$ cat src/hw/adcc_pkg.sv
// Package: register map, field layout, reset values and sequencing constants
package adcc_pkg;
   // Register byte offsets on the APB
   localparam logic [11:0] ADCC_OFS_STATUS_CONTROL = 12'h000;
   localparam logic [11:0] ADCC_OFS_RESULT = 12'h004;
   localparam logic [11:0] ADCC_OFS_CLOCK_SELECT = 12'h008;

   // Status and control field positions
   localparam int ADCC_BIT_DONE = 7;
   localparam int ADCC_BIT_IRQ_EN = 6;
   localparam int ADCC_BIT_CONT = 5;
   localparam int ADCC_CH_MSB = 4;
   localparam int ADCC_CH_LSB = 0;

   // Clock select field positions
   localparam int ADCC_DIV_MSB = 7;
   localparam int ADCC_DIV_LSB = 5;
   localparam int ADCC_BIT_SRC = 4;

   // Reset values
   localparam logic [4:0] ADCC_CH_RESET = 5'h1F;
   localparam logic [2:0] ADCC_DIV_RESET = 3'h0;
   localparam logic ADCC_SRC_RESET = 1'b0;

   // Channel codes
   localparam logic [4:0] ADCC_CH_POWER_OFF = 5'h1F;
   localparam logic [4:0] ADCC_CH_HIGH_REF = 5'h1D;
   localparam logic [4:0] ADCC_CH_LOW_REF = 5'h1E;
   localparam logic [4:0] ADCC_CH_LAST_PIN = 5'h0E;

   // Clock source codes
   localparam logic ADCC_SRC_BUS = 1'b1;
   localparam logic ADCC_SRC_CRYSTAL = 1'b0;

   // Prescaler terminal counts (divide ratio minus one)
   localparam logic [3:0] ADCC_TC_DIV1 = 4'h0;
   localparam logic [3:0] ADCC_TC_DIV2 = 4'h1;
   localparam logic [3:0] ADCC_TC_DIV4 = 4'h3;
   localparam logic [3:0] ADCC_TC_DIV8 = 4'h7;
   localparam logic [3:0] ADCC_TC_DIV16 = 4'hF;

   // Conversion sequencing, in converter clock ticks
   localparam logic [2:0] ADCC_SAMPLE_LAST = 3'h7;
   localparam logic [2:0] ADCC_BIT_TOP = 3'h7;
   localparam logic [7:0] ADCC_TRIAL_FIRST = 8'h80;

   // Converter sequencer states
   typedef enum logic [1:0] {
      ADCC_IDLE,
      ADCC_SAMPLE,
      ADCC_DECIDE
   } adcc_state_t;
endpackage

$ cat src/hw/adcc_conv_if.sv
// Interface: converter clock and sequencer signals between the block's modules
`timescale 1ns/1ps
`default_nettype none
interface adcc_conv_if;
   logic src_en;
   logic [2:0] div_code;
   logic tick;
   logic start;
   logic abort;
   logic comp;
   logic busy;
   logic done;
   logic [7:0] result;
   logic [7:0] trial;
   modport ctrl (output src_en, div_code, start, abort, comp,
                 input tick, busy, done, result, trial);
   modport presc (input src_en, div_code, output tick);
   modport sar (input tick, start, abort, comp, output busy, done, result, trial);
endinterface
`default_nettype wire

$ cat src/hw/adcc_prescaler.sv
// Prescaler: divides the selected source enable into the converter clock tick
`timescale 1ns/1ps
`default_nettype none
module adcc_prescaler (
   // Clock and reset
   input wire logic sys_clk,
   input wire logic rstn,
   // Converter clock signals
   adcc_conv_if.presc cv
);
   import adcc_pkg::*;

   logic [3:0] count;
   logic [3:0] term;

   always_comb begin
      case (cv.div_code)
         3'h0: term = ADCC_TC_DIV1;
         3'h1: term = ADCC_TC_DIV2;
         3'h2: term = ADCC_TC_DIV4;
         3'h3: term = ADCC_TC_DIV8;
         default: term = ADCC_TC_DIV16;
      endcase
   end

   // Counts source enables, one tick per full ratio
   always_ff @(posedge sys_clk or negedge rstn) begin
      if (!rstn) begin
         count <= 4'h0;
         cv.tick <= 1'b0;
      end else if (cv.src_en) begin
         if (count >= term) begin
            count <= 4'h0;
            cv.tick <= 1'b1;
         end else begin
            count <= count + 4'h1;
            cv.tick <= 1'b0;
         end
      end else begin
         cv.tick <= 1'b0;
      end
   end
endmodule
`default_nettype wire

$ cat src/hw/adcc_sar.sv
// Successive-approximation sequencer: sample phase, then eight bit decisions
`timescale 1ns/1ps
`default_nettype none
module adcc_sar (
   // Clock and reset
   input wire logic sys_clk,
   input wire logic rstn,
   // Sequencer signals
   adcc_conv_if.sar cv
);
   import adcc_pkg::*;

   adcc_state_t state;
   logic [2:0] count;
   logic [7:0] keep;

   assign cv.busy = (state != ADCC_IDLE);

   // Comparator is judged one tick after each trial is set, so the
   // synchronised comparator must settle within one converter clock
   always_ff @(posedge sys_clk or negedge rstn) begin
      if (!rstn) begin
         state <= ADCC_IDLE;
         count <= 3'h0;
         cv.trial <= 8'h00;
         cv.done <= 1'b0;
      end else begin
         cv.done <= 1'b0;
         if (cv.abort) begin
            state <= ADCC_IDLE;
            cv.trial <= 8'h00;
         end else if (cv.start) begin
            state <= ADCC_SAMPLE;
            count <= 3'h0;
            cv.trial <= 8'h00;
         end else if (cv.tick) begin
            case (state)
               ADCC_SAMPLE: begin
                  if (count == ADCC_SAMPLE_LAST) begin
                     state <= ADCC_DECIDE;
                     count <= ADCC_BIT_TOP;
                     cv.trial <= ADCC_TRIAL_FIRST;
                  end else begin
                     count <= count + 3'h1;
                  end
               end
               ADCC_DECIDE: begin
                  if (count == 3'h0) begin
                     state <= ADCC_IDLE;
                     cv.done <= 1'b1;
                     cv.trial <= keep;
                  end else begin
                     count <= count - 3'h1;
                     cv.trial <= keep | (ADCC_TRIAL_FIRST >> (ADCC_BIT_TOP - count + 3'h1));
                  end
               end
               default: state <= ADCC_IDLE;
            endcase
         end
      end
   end

   always_comb begin
      keep = cv.trial;
      keep[count] = cv.comp;
   end

   // Result updates on every completion, read or not
   always_ff @(posedge sys_clk or negedge rstn) begin
      if (!rstn) begin
         cv.result <= 8'h00;
      end else if (cv.tick && !cv.abort && !cv.start && state == ADCC_DECIDE
                   && count == 3'h0) begin
         cv.result <= keep;
      end
   end
endmodule
`default_nettype wire

$ cat src/hw/adcc_top.sv
// Converter control top: APB registers, clock selection, start and flag logic
`timescale 1ns/1ps
`default_nettype none
module adcc_top (
   // Clock and reset
   input wire logic sys_clk,
   input wire logic rstn,
   // APB slave
   input wire logic psel,
   input wire logic penable,
   input wire logic pwrite,
   input wire logic [11:0] paddr,
   input wire logic [31:0] pwdata,
   output logic [31:0] prdata,
   output logic pready,
   output logic pslverr,
   // System
   input wire logic stop_mode,
   input wire logic crystal_clock,
   // Analog front end
   input wire logic comp_in,
   output logic [4:0] analog_channel,
   output logic analog_power_on,
   output logic high_reference_sel,
   output logic low_reference_sel,
   output logic sample_hold,
   output logic [7:0] dac_code,
   // Interrupt request
   output logic conv_irq
);
   import adcc_pkg::*;

   adcc_conv_if cv ();

   adcc_prescaler adcc_prescaler_inst (
      .sys_clk(sys_clk),
      .rstn(rstn),
      .cv(cv.presc)
   );

   adcc_sar adcc_sar_inst (
      .sys_clk(sys_clk),
      .rstn(rstn),
      .cv(cv.sar)
   );

   // Software state
   logic irq_enable;
   logic continuous;
   logic [4:0] channel_select;
   logic [2:0] clock_prescaler;
   logic clock_source_select;
   logic conversion_done_flag;
   logic irq_pending;

   // Synchronisers and sequencing state
   logic xtal_s1;
   logic xtal_s2;
   logic xtal_s3;
   logic comp_s1;
   logic comp_s2;
   logic stop_d;
   logic resume_pending;
   logic start_q;
   logic abort_q;

   // Bus decode
   logic access;
   logic hit_sc;
   logic hit_res;
   logic hit_clk;
   logic wr_sc;
   logic wr_clk;
   logic rd_res;
   logic powered;
   logic wr_power_off;
   logic irq_drop;
   logic [31:0] next_prdata;

   assign hit_sc = (paddr == ADCC_OFS_STATUS_CONTROL);
   assign hit_res = (paddr == ADCC_OFS_RESULT);
   assign hit_clk = (paddr == ADCC_OFS_CLOCK_SELECT);
   // Completion edge of an access; side effects happen here only
   assign access = psel && penable && pready;
   assign wr_sc = access && pwrite && hit_sc;
   assign wr_clk = access && pwrite && hit_clk;
   assign rd_res = access && !pwrite && hit_res;
   assign powered = (channel_select != ADCC_CH_POWER_OFF);
   assign wr_power_off = (pwdata[ADCC_CH_MSB:ADCC_CH_LSB] == ADCC_CH_POWER_OFF);
   // A completion in the same cycle keeps the request raised
   assign irq_drop = wr_sc || rd_res;

   always_comb begin
      next_prdata = 32'h0000_0000;
      if (hit_sc) begin
         next_prdata[ADCC_BIT_DONE] = conversion_done_flag;
         next_prdata[ADCC_BIT_IRQ_EN] = irq_enable;
         next_prdata[ADCC_BIT_CONT] = continuous;
         next_prdata[ADCC_CH_MSB:ADCC_CH_LSB] = channel_select;
      end else if (hit_res) begin
         next_prdata[7:0] = cv.result;
      end else if (hit_clk) begin
         next_prdata[ADCC_DIV_MSB:ADCC_DIV_LSB] = clock_prescaler;
         next_prdata[ADCC_BIT_SRC] = clock_source_select;
      end
   end

   // One wait-free access phase: data and ready prepared in the setup cycle
   always_ff @(posedge sys_clk or negedge rstn) begin
      if (!rstn) begin
         pready <= 1'b0;
         prdata <= 32'h0000_0000;
         pslverr <= 1'b0;
      end else if (psel && !penable) begin
         pready <= 1'b1;
         prdata <= pwrite ? 32'h0000_0000 : next_prdata;
         pslverr <= !(hit_sc || hit_res || hit_clk);
      end else begin
         pready <= 1'b0;
         pslverr <= 1'b0;
      end
   end

   // Status and control fields
   always_ff @(posedge sys_clk or negedge rstn) begin
      if (!rstn) begin
         irq_enable <= 1'b0;
         continuous <= 1'b0;
         channel_select <= ADCC_CH_RESET;
      end else if (wr_sc) begin
         irq_enable <= pwdata[ADCC_BIT_IRQ_EN];
         continuous <= pwdata[ADCC_BIT_CONT];
         channel_select <= pwdata[ADCC_CH_MSB:ADCC_CH_LSB];
      end
   end

   // Clock select fields
   always_ff @(posedge sys_clk or negedge rstn) begin
      if (!rstn) begin
         clock_prescaler <= ADCC_DIV_RESET;
         clock_source_select <= ADCC_SRC_RESET;
      end else if (wr_clk) begin
         clock_prescaler <= pwdata[ADCC_DIV_MSB:ADCC_DIV_LSB];
         clock_source_select <= pwdata[ADCC_BIT_SRC];
      end
   end

   // Completion flag: a finishing conversion wins over a clearing access
   always_ff @(posedge sys_clk or negedge rstn) begin
      if (!rstn) begin
         conversion_done_flag <= 1'b0;
      end else if (cv.done) begin
         conversion_done_flag <= 1'b1;
      end else if (wr_sc) begin
         conversion_done_flag <= pwdata[ADCC_BIT_DONE] && pwdata[ADCC_BIT_IRQ_EN];
      end else if (rd_res) begin
         conversion_done_flag <= 1'b0;
      end
   end

   // Interrupt request: set at conversion end, dropped by a status write or result read
   always_ff @(posedge sys_clk or negedge rstn) begin
      if (!rstn) begin
         irq_pending <= 1'b0;
      end else if (cv.done) begin
         irq_pending <= 1'b1;
      end else if (irq_drop) begin
         irq_pending <= 1'b0;
      end
   end

   always_ff @(posedge sys_clk or negedge rstn) begin
      if (!rstn) begin
         conv_irq <= 1'b0;
      end else begin
         conv_irq <= irq_enable && (cv.done || (irq_pending && !irq_drop));
      end
   end

   // Pin synchronisers
   always_ff @(posedge sys_clk or negedge rstn) begin
      if (!rstn) begin
         xtal_s1 <= 1'b0;
         xtal_s2 <= 1'b0;
         xtal_s3 <= 1'b0;
         comp_s1 <= 1'b0;
         comp_s2 <= 1'b0;
      end else begin
         xtal_s1 <= crystal_clock;
         xtal_s2 <= xtal_s1;
         xtal_s3 <= xtal_s2;
         comp_s1 <= comp_in;
         comp_s2 <= comp_s1;
      end
   end

   // Crystal rising edges become source enables; bus clock enables every cycle
   assign cv.src_en = (clock_source_select == ADCC_SRC_BUS) ? 1'b1
                      : (xtal_s2 && !xtal_s3);
   assign cv.div_code = clock_prescaler;
   assign cv.comp = comp_s2;

   // Stop handling: abort on entry, restart on exit if work was interrupted
   always_ff @(posedge sys_clk or negedge rstn) begin
      if (!rstn) begin
         stop_d <= 1'b0;
         resume_pending <= 1'b0;
      end else begin
         stop_d <= stop_mode;
         if (stop_mode && !stop_d) begin
            resume_pending <= cv.busy || continuous;
         end else if (!stop_mode) begin
            resume_pending <= 1'b0;
         end
      end
   end

   // Abort pulse: stop entry, or a select that is or is being written all ones
   always_ff @(posedge sys_clk or negedge rstn) begin
      if (!rstn) begin
         abort_q <= 1'b0;
      end else if (stop_mode && !stop_d) begin
         abort_q <= 1'b1;
      end else if (wr_sc) begin
         abort_q <= wr_power_off;
      end else begin
         abort_q <= !powered;
      end
   end

   // Start pulse; a write judges the new select, the old one may still read off
   always_ff @(posedge sys_clk or negedge rstn) begin
      if (!rstn) begin
         start_q <= 1'b0;
      end else if (stop_mode) begin
         start_q <= 1'b0;
      end else if (wr_sc) begin
         start_q <= !wr_power_off;
      end else if (!powered) begin
         start_q <= 1'b0;
      end else if (cv.done && continuous) begin
         start_q <= 1'b1;
      end else if (stop_d && resume_pending) begin
         start_q <= 1'b1;
      end else begin
         start_q <= 1'b0;
      end
   end

   assign cv.start = start_q;
   assign cv.abort = abort_q;

   // Multiplexer and power controls follow the select register
   always_ff @(posedge sys_clk or negedge rstn) begin
      if (!rstn) begin
         analog_channel <= ADCC_CH_RESET;
         analog_power_on <= 1'b0;
         high_reference_sel <= 1'b0;
         low_reference_sel <= 1'b0;
      end else begin
         // Unused and reserved codes pass through; the mux leaves them open
         analog_channel <= channel_select;
         analog_power_on <= powered && !stop_mode;
         high_reference_sel <= (channel_select == ADCC_CH_HIGH_REF);
         low_reference_sel <= (channel_select == ADCC_CH_LOW_REF);
      end
   end

   // Sample switch and trial word follow the sequencer
   always_ff @(posedge sys_clk or negedge rstn) begin
      if (!rstn) begin
         sample_hold <= 1'b0;
         dac_code <= 8'h00;
      end else begin
         sample_hold <= cv.busy && (cv.trial == 8'h00);
         dac_code <= cv.trial;
      end
   end
endmodule
`default_nettype wire

$ cat config.mk
export PLATFORM = sky130hd
export DESIGN_NAME = adcc_top
export DESIGN_NICKNAME = d
export VERILOG_FILES = /design/src/hw/adcc_pkg.sv /design/src/hw/adcc_conv_if.sv /design/src/hw/adcc_prescaler.sv /design/src/hw/adcc_sar.sv /design/src/hw/adcc_top.sv
export SDC_FILE = /design/constraint.sdc
export NUM_CORES = 1
export LEC_CHECK = 0
export CAP_MARGIN = 20
export CORE_MARGIN = 4
export CORE_UTILIZATION = 50
export DETAILED_ROUTE_END_ITERATION = 8
export DONT_BUFFER_PORTS = 1
export REMOVE_ABC_BUFFERS = 1
export SYNTH_ARGS = -nofsm -noshare
export SYNTH_HDL_FRONTEND = slang
export SYNTH_HIERARCHICAL = 1
export SYNTH_SLANG_ARGS = --single-unit
$ cat constraint.sdc
create_clock -name sys_clk -period 2.4 [get_ports sys_clk]
set_input_delay 0.12 -clock sys_clk [delete_from_list [all_inputs] [get_ports sys_clk]]
set_output_delay 0.12 -clock sys_clk [all_outputs]
set_load 0.01 [all_outputs]
==> summary.txt <==
Buf/Inv on CP: 2
FMAX: 0.522 GHz
GRT Util Overall: 17.7%
Most common cell after layout, fill and taps aside: dfrtp_1
# rows: 32
Distinct cells, synth: 69
Die height: 97.5 um
# diodes: 0
Syn-to-layout area delta: 9.43%
Final instance area: 4380 um2
CP top delay family: adder cells
DP HPWL: 5.57 mm
Wire length per cell: 17.3 um
TritonRoute pass-1 iters: 4
Post-CTS sizing: 0
Final Core Density: 56.4%
Largest net degree at the start of global routing: 78
Initial Utilization: 51.6%
CORE AREA: 7770 um2
Post-route worst setup slack: 0.483 ns
Setup TNS: 0 ns
Max IR drop VDD: 0.322 mV
Most frequent cells in the layout: dfrtp_1 (67), inv_1 (24), conb_1 (24)
Clk buf depth: 2
Max stage delay on crit path: 0.41 ns
Post-synthesis sequential area ratio: 48.4%
Final period util: 79.9%
Layout cells sized above 1: 18.0%
Critical path depth in cells: 6
Final antenna-violating net count: 0
Drt total wl: 8.12 mm
Critical Path RT: 2.63 ns
Worst reg2reg path endpoint: adcc_sar_inst/cv.result[1]$_DFFE_PN0P_
Io pins: 104
FF-to-FF setup slack: 0.48 ns
Die W: 97.5 um
Initial DRC count: 118
Max cap viols: 0
CTS tree: built
Max H-tree Level: 3
Gr ovfl total: 0
Worst min path class: primary input to flip-flop
Leakage: 2.05 nW
Port bufs: 0
Crit path to: adcc_sar_inst/cv.result[1]$_DFFE_PN0P_
Avg Vias per Cell: 5.58
RSZ-0062 raised after global routing: no
First-pass GRT wire length: 13.7 mm
Post-synth EDFFs: 0
Worst-path cell chain: inv_1, ha_1, ha_1, and3_1, buf_4, mux2_4
Mapped cell area: 4010 um2
Slew Limit Fails: 0
Clock Sinks: 77
Initial antenna violation count: 1
Fin. Hold Viols: 0
GP Congestion: 0.793
Via count: 2,619
CP Launch Point: adcc_sar_inst/count[0]$_DFFE_PN0P_
Die area: 9510 um2
Clock Latency Late Sink: 0.34 ns
Number of synthesized register bits: 77
WP data arrival: 2.14 ns
Crit path top cell by count: ha_1
Worst reg2reg path depth: 6
CP startpoint kind: flip-flop
CP Capture Type: flip-flop
Skew final: 0.00835 ns
Layout Nets: 428
CTS root buffer: clkbuf_8
Main synth FF type: dfrtp_1
YS warnings: 6
Post-route minimum period: 1.92 ns
Power Density: 680 nW/um2
Post-Synthesis Cells: 348
Final Setup Violations: 0
Slowest CP cell: dfrtp_1
Mean post-synth cell area: 11.5 um2
Placed cell area: 3970 um2
Run status: finished clean
Reg2reg start: adcc_sar_inst/count[0]$_DFFE_PN0P_
Drt drc: 0
Setup WS pre-CTS: 0.514 ns
Clk slew on worst S/H paths: 0.08 ns
Vias in the first global route: 2,665
CP max FO: 10
TritonCTS buffer count: 9
Asr flop ratio synth: 100%
Kind of critical path: flip-flop to flip-flop
-- power breakdown --
part | leakage (nW) | total (W) | internal [W] | switching (W)
clock network | 0.120 | 0.00120 | 0.000724 | 0.000479
logic | 0.925 | 0.000415 | 0.000172 | 0.000243
registers | 1.01 | 0.00136 | 0.00133 | 0.0000318
-- worst min-delay path by stage --
| stage | startpoint | end | slack, ns | cells after the start |
|---|---|---|---|---|
| floorplan | rstn | abort_q$_DFF_PN0_ | -0.18 | 0 |
| global placement | rstn | adcc_prescaler_inst/count[2]$_DFFE_PN0P_ | -0.17 | 0 |
| detailed placement | rstn | dac_code[2]$_DFF_PN0_ | -0.17 | 0 |
| CTS | paddr[2] | prdata[0]$_DFFE_PN0P_ | 0.001 | 2 |
| global route | paddr[2] | prdata[0]$_DFFE_PN0P_ | 0.02 | 2 |
| finish | paddr[2] | prdata[3]$_DFFE_PN0P_ | 0.01 | 2 |
-- registers in the layout (all words and copies together), names as in the netlist, 2 cells and up --
register	count
adcc_prescaler_inst/count	4
adcc_sar_inst/count	3
adcc_sar_inst/cv.result	8
adcc_sar_inst/cv.trial	8
adcc_sar_inst/state	2
analog_channel	5
channel_select	5
clock_prescaler	3
dac_code	8
prdata	8
-- per-stage QoR --
step / total power (W) / cells / hold slack, ns
detailed placement: 0.00174 / 438 / -0.173
global placement: 0.00174 / 438 / -0.173
floorplan: 0.00165 / 332 / -0.176
global route: 0.00313 / 469 / 0.0167
CTS: 0.00301 / 469 / 0.00125
finish: 0.00298 / 469 / 0.0121
-- repair_timing --
item | CTS | global route
hold buffers | 15 | 0
hold endpoints to repair | 98 | 0
buffers inserted | 0 | 0
-- final cells by class --
class / instances / area (um2)
Timing Repair Buffer: 19 / 198
Multi-Input combinational cell: 231 / 1780
Sequential cell: 77 / 1940
Fill cell: 663 / 3380
Inverter: 24 / 90.1
Clock buffer: 11 / 141
Tap cell: 102 / 128
Clock inverter: 5 / 106
-- synthesized netlist by cell type (3+ instances only) --
cell type	count	area, um2
a211oi_1	4	30.0
a21o_1	8	60.1
a21oi_1	15	75.1
a31oi_1	3	18.8
and3_1	4	25.0
and4b_1	3	30.0
buf_2	3	15.0
buf_4	27	203
buf_6	4	45.0
clkbuf_1	5	18.8
dfrtp_1	67	1680
dfstp_2	10	263
ha_1	14	175
inv_1	24	90.1
mux2_1	4	45.0
mux2_2	6	67.6
mux2_4	12	180
mux2i_1	6	60.1
nand2_1	18	67.6
nand2b_1	3	18.8
nand3_1	4	20.0
nand3b_1	8	60.1
nand4_1	3	18.8
nor2_1	6	22.5
nor3_1	7	35.0
nor3b_1	5	37.5
o21ai_0	6	30.0
o22ai_1	4	25.0
o2bb2ai_1	7	61.3
o31ai_1	5	37.5
-- per-layer routing --
layer	vias to the layer above	part of all wire, %	track usage (%)
met5	-	0	0
met4	0	0.97	4.79
met3	8	5.2	4.52
met2	70	47	26.5
met1	1291	47	25.5
li1	1250	-	-
-- cells by family (layout without fill, tap and decap cells) --
logic type | Yosys count | after routing | synth area share, %
and+or+nand+nor | 83 | 83 | 14.0
AOI/OAI and AO/OA | 81 | 81 | 14.9
DFF | 77 | 77 | 48.4
buffers and inverters | 63 | 59 | 9.28
muxes | 28 | 28 | 8.81
adders and majority gates | 14 | 14 | 4.37
other | 1 | 24 | 0.0936
xor gates and xnor gates | 1 | 1 | 0.219
No activity file was read; power rests on OpenSTA's default activity.
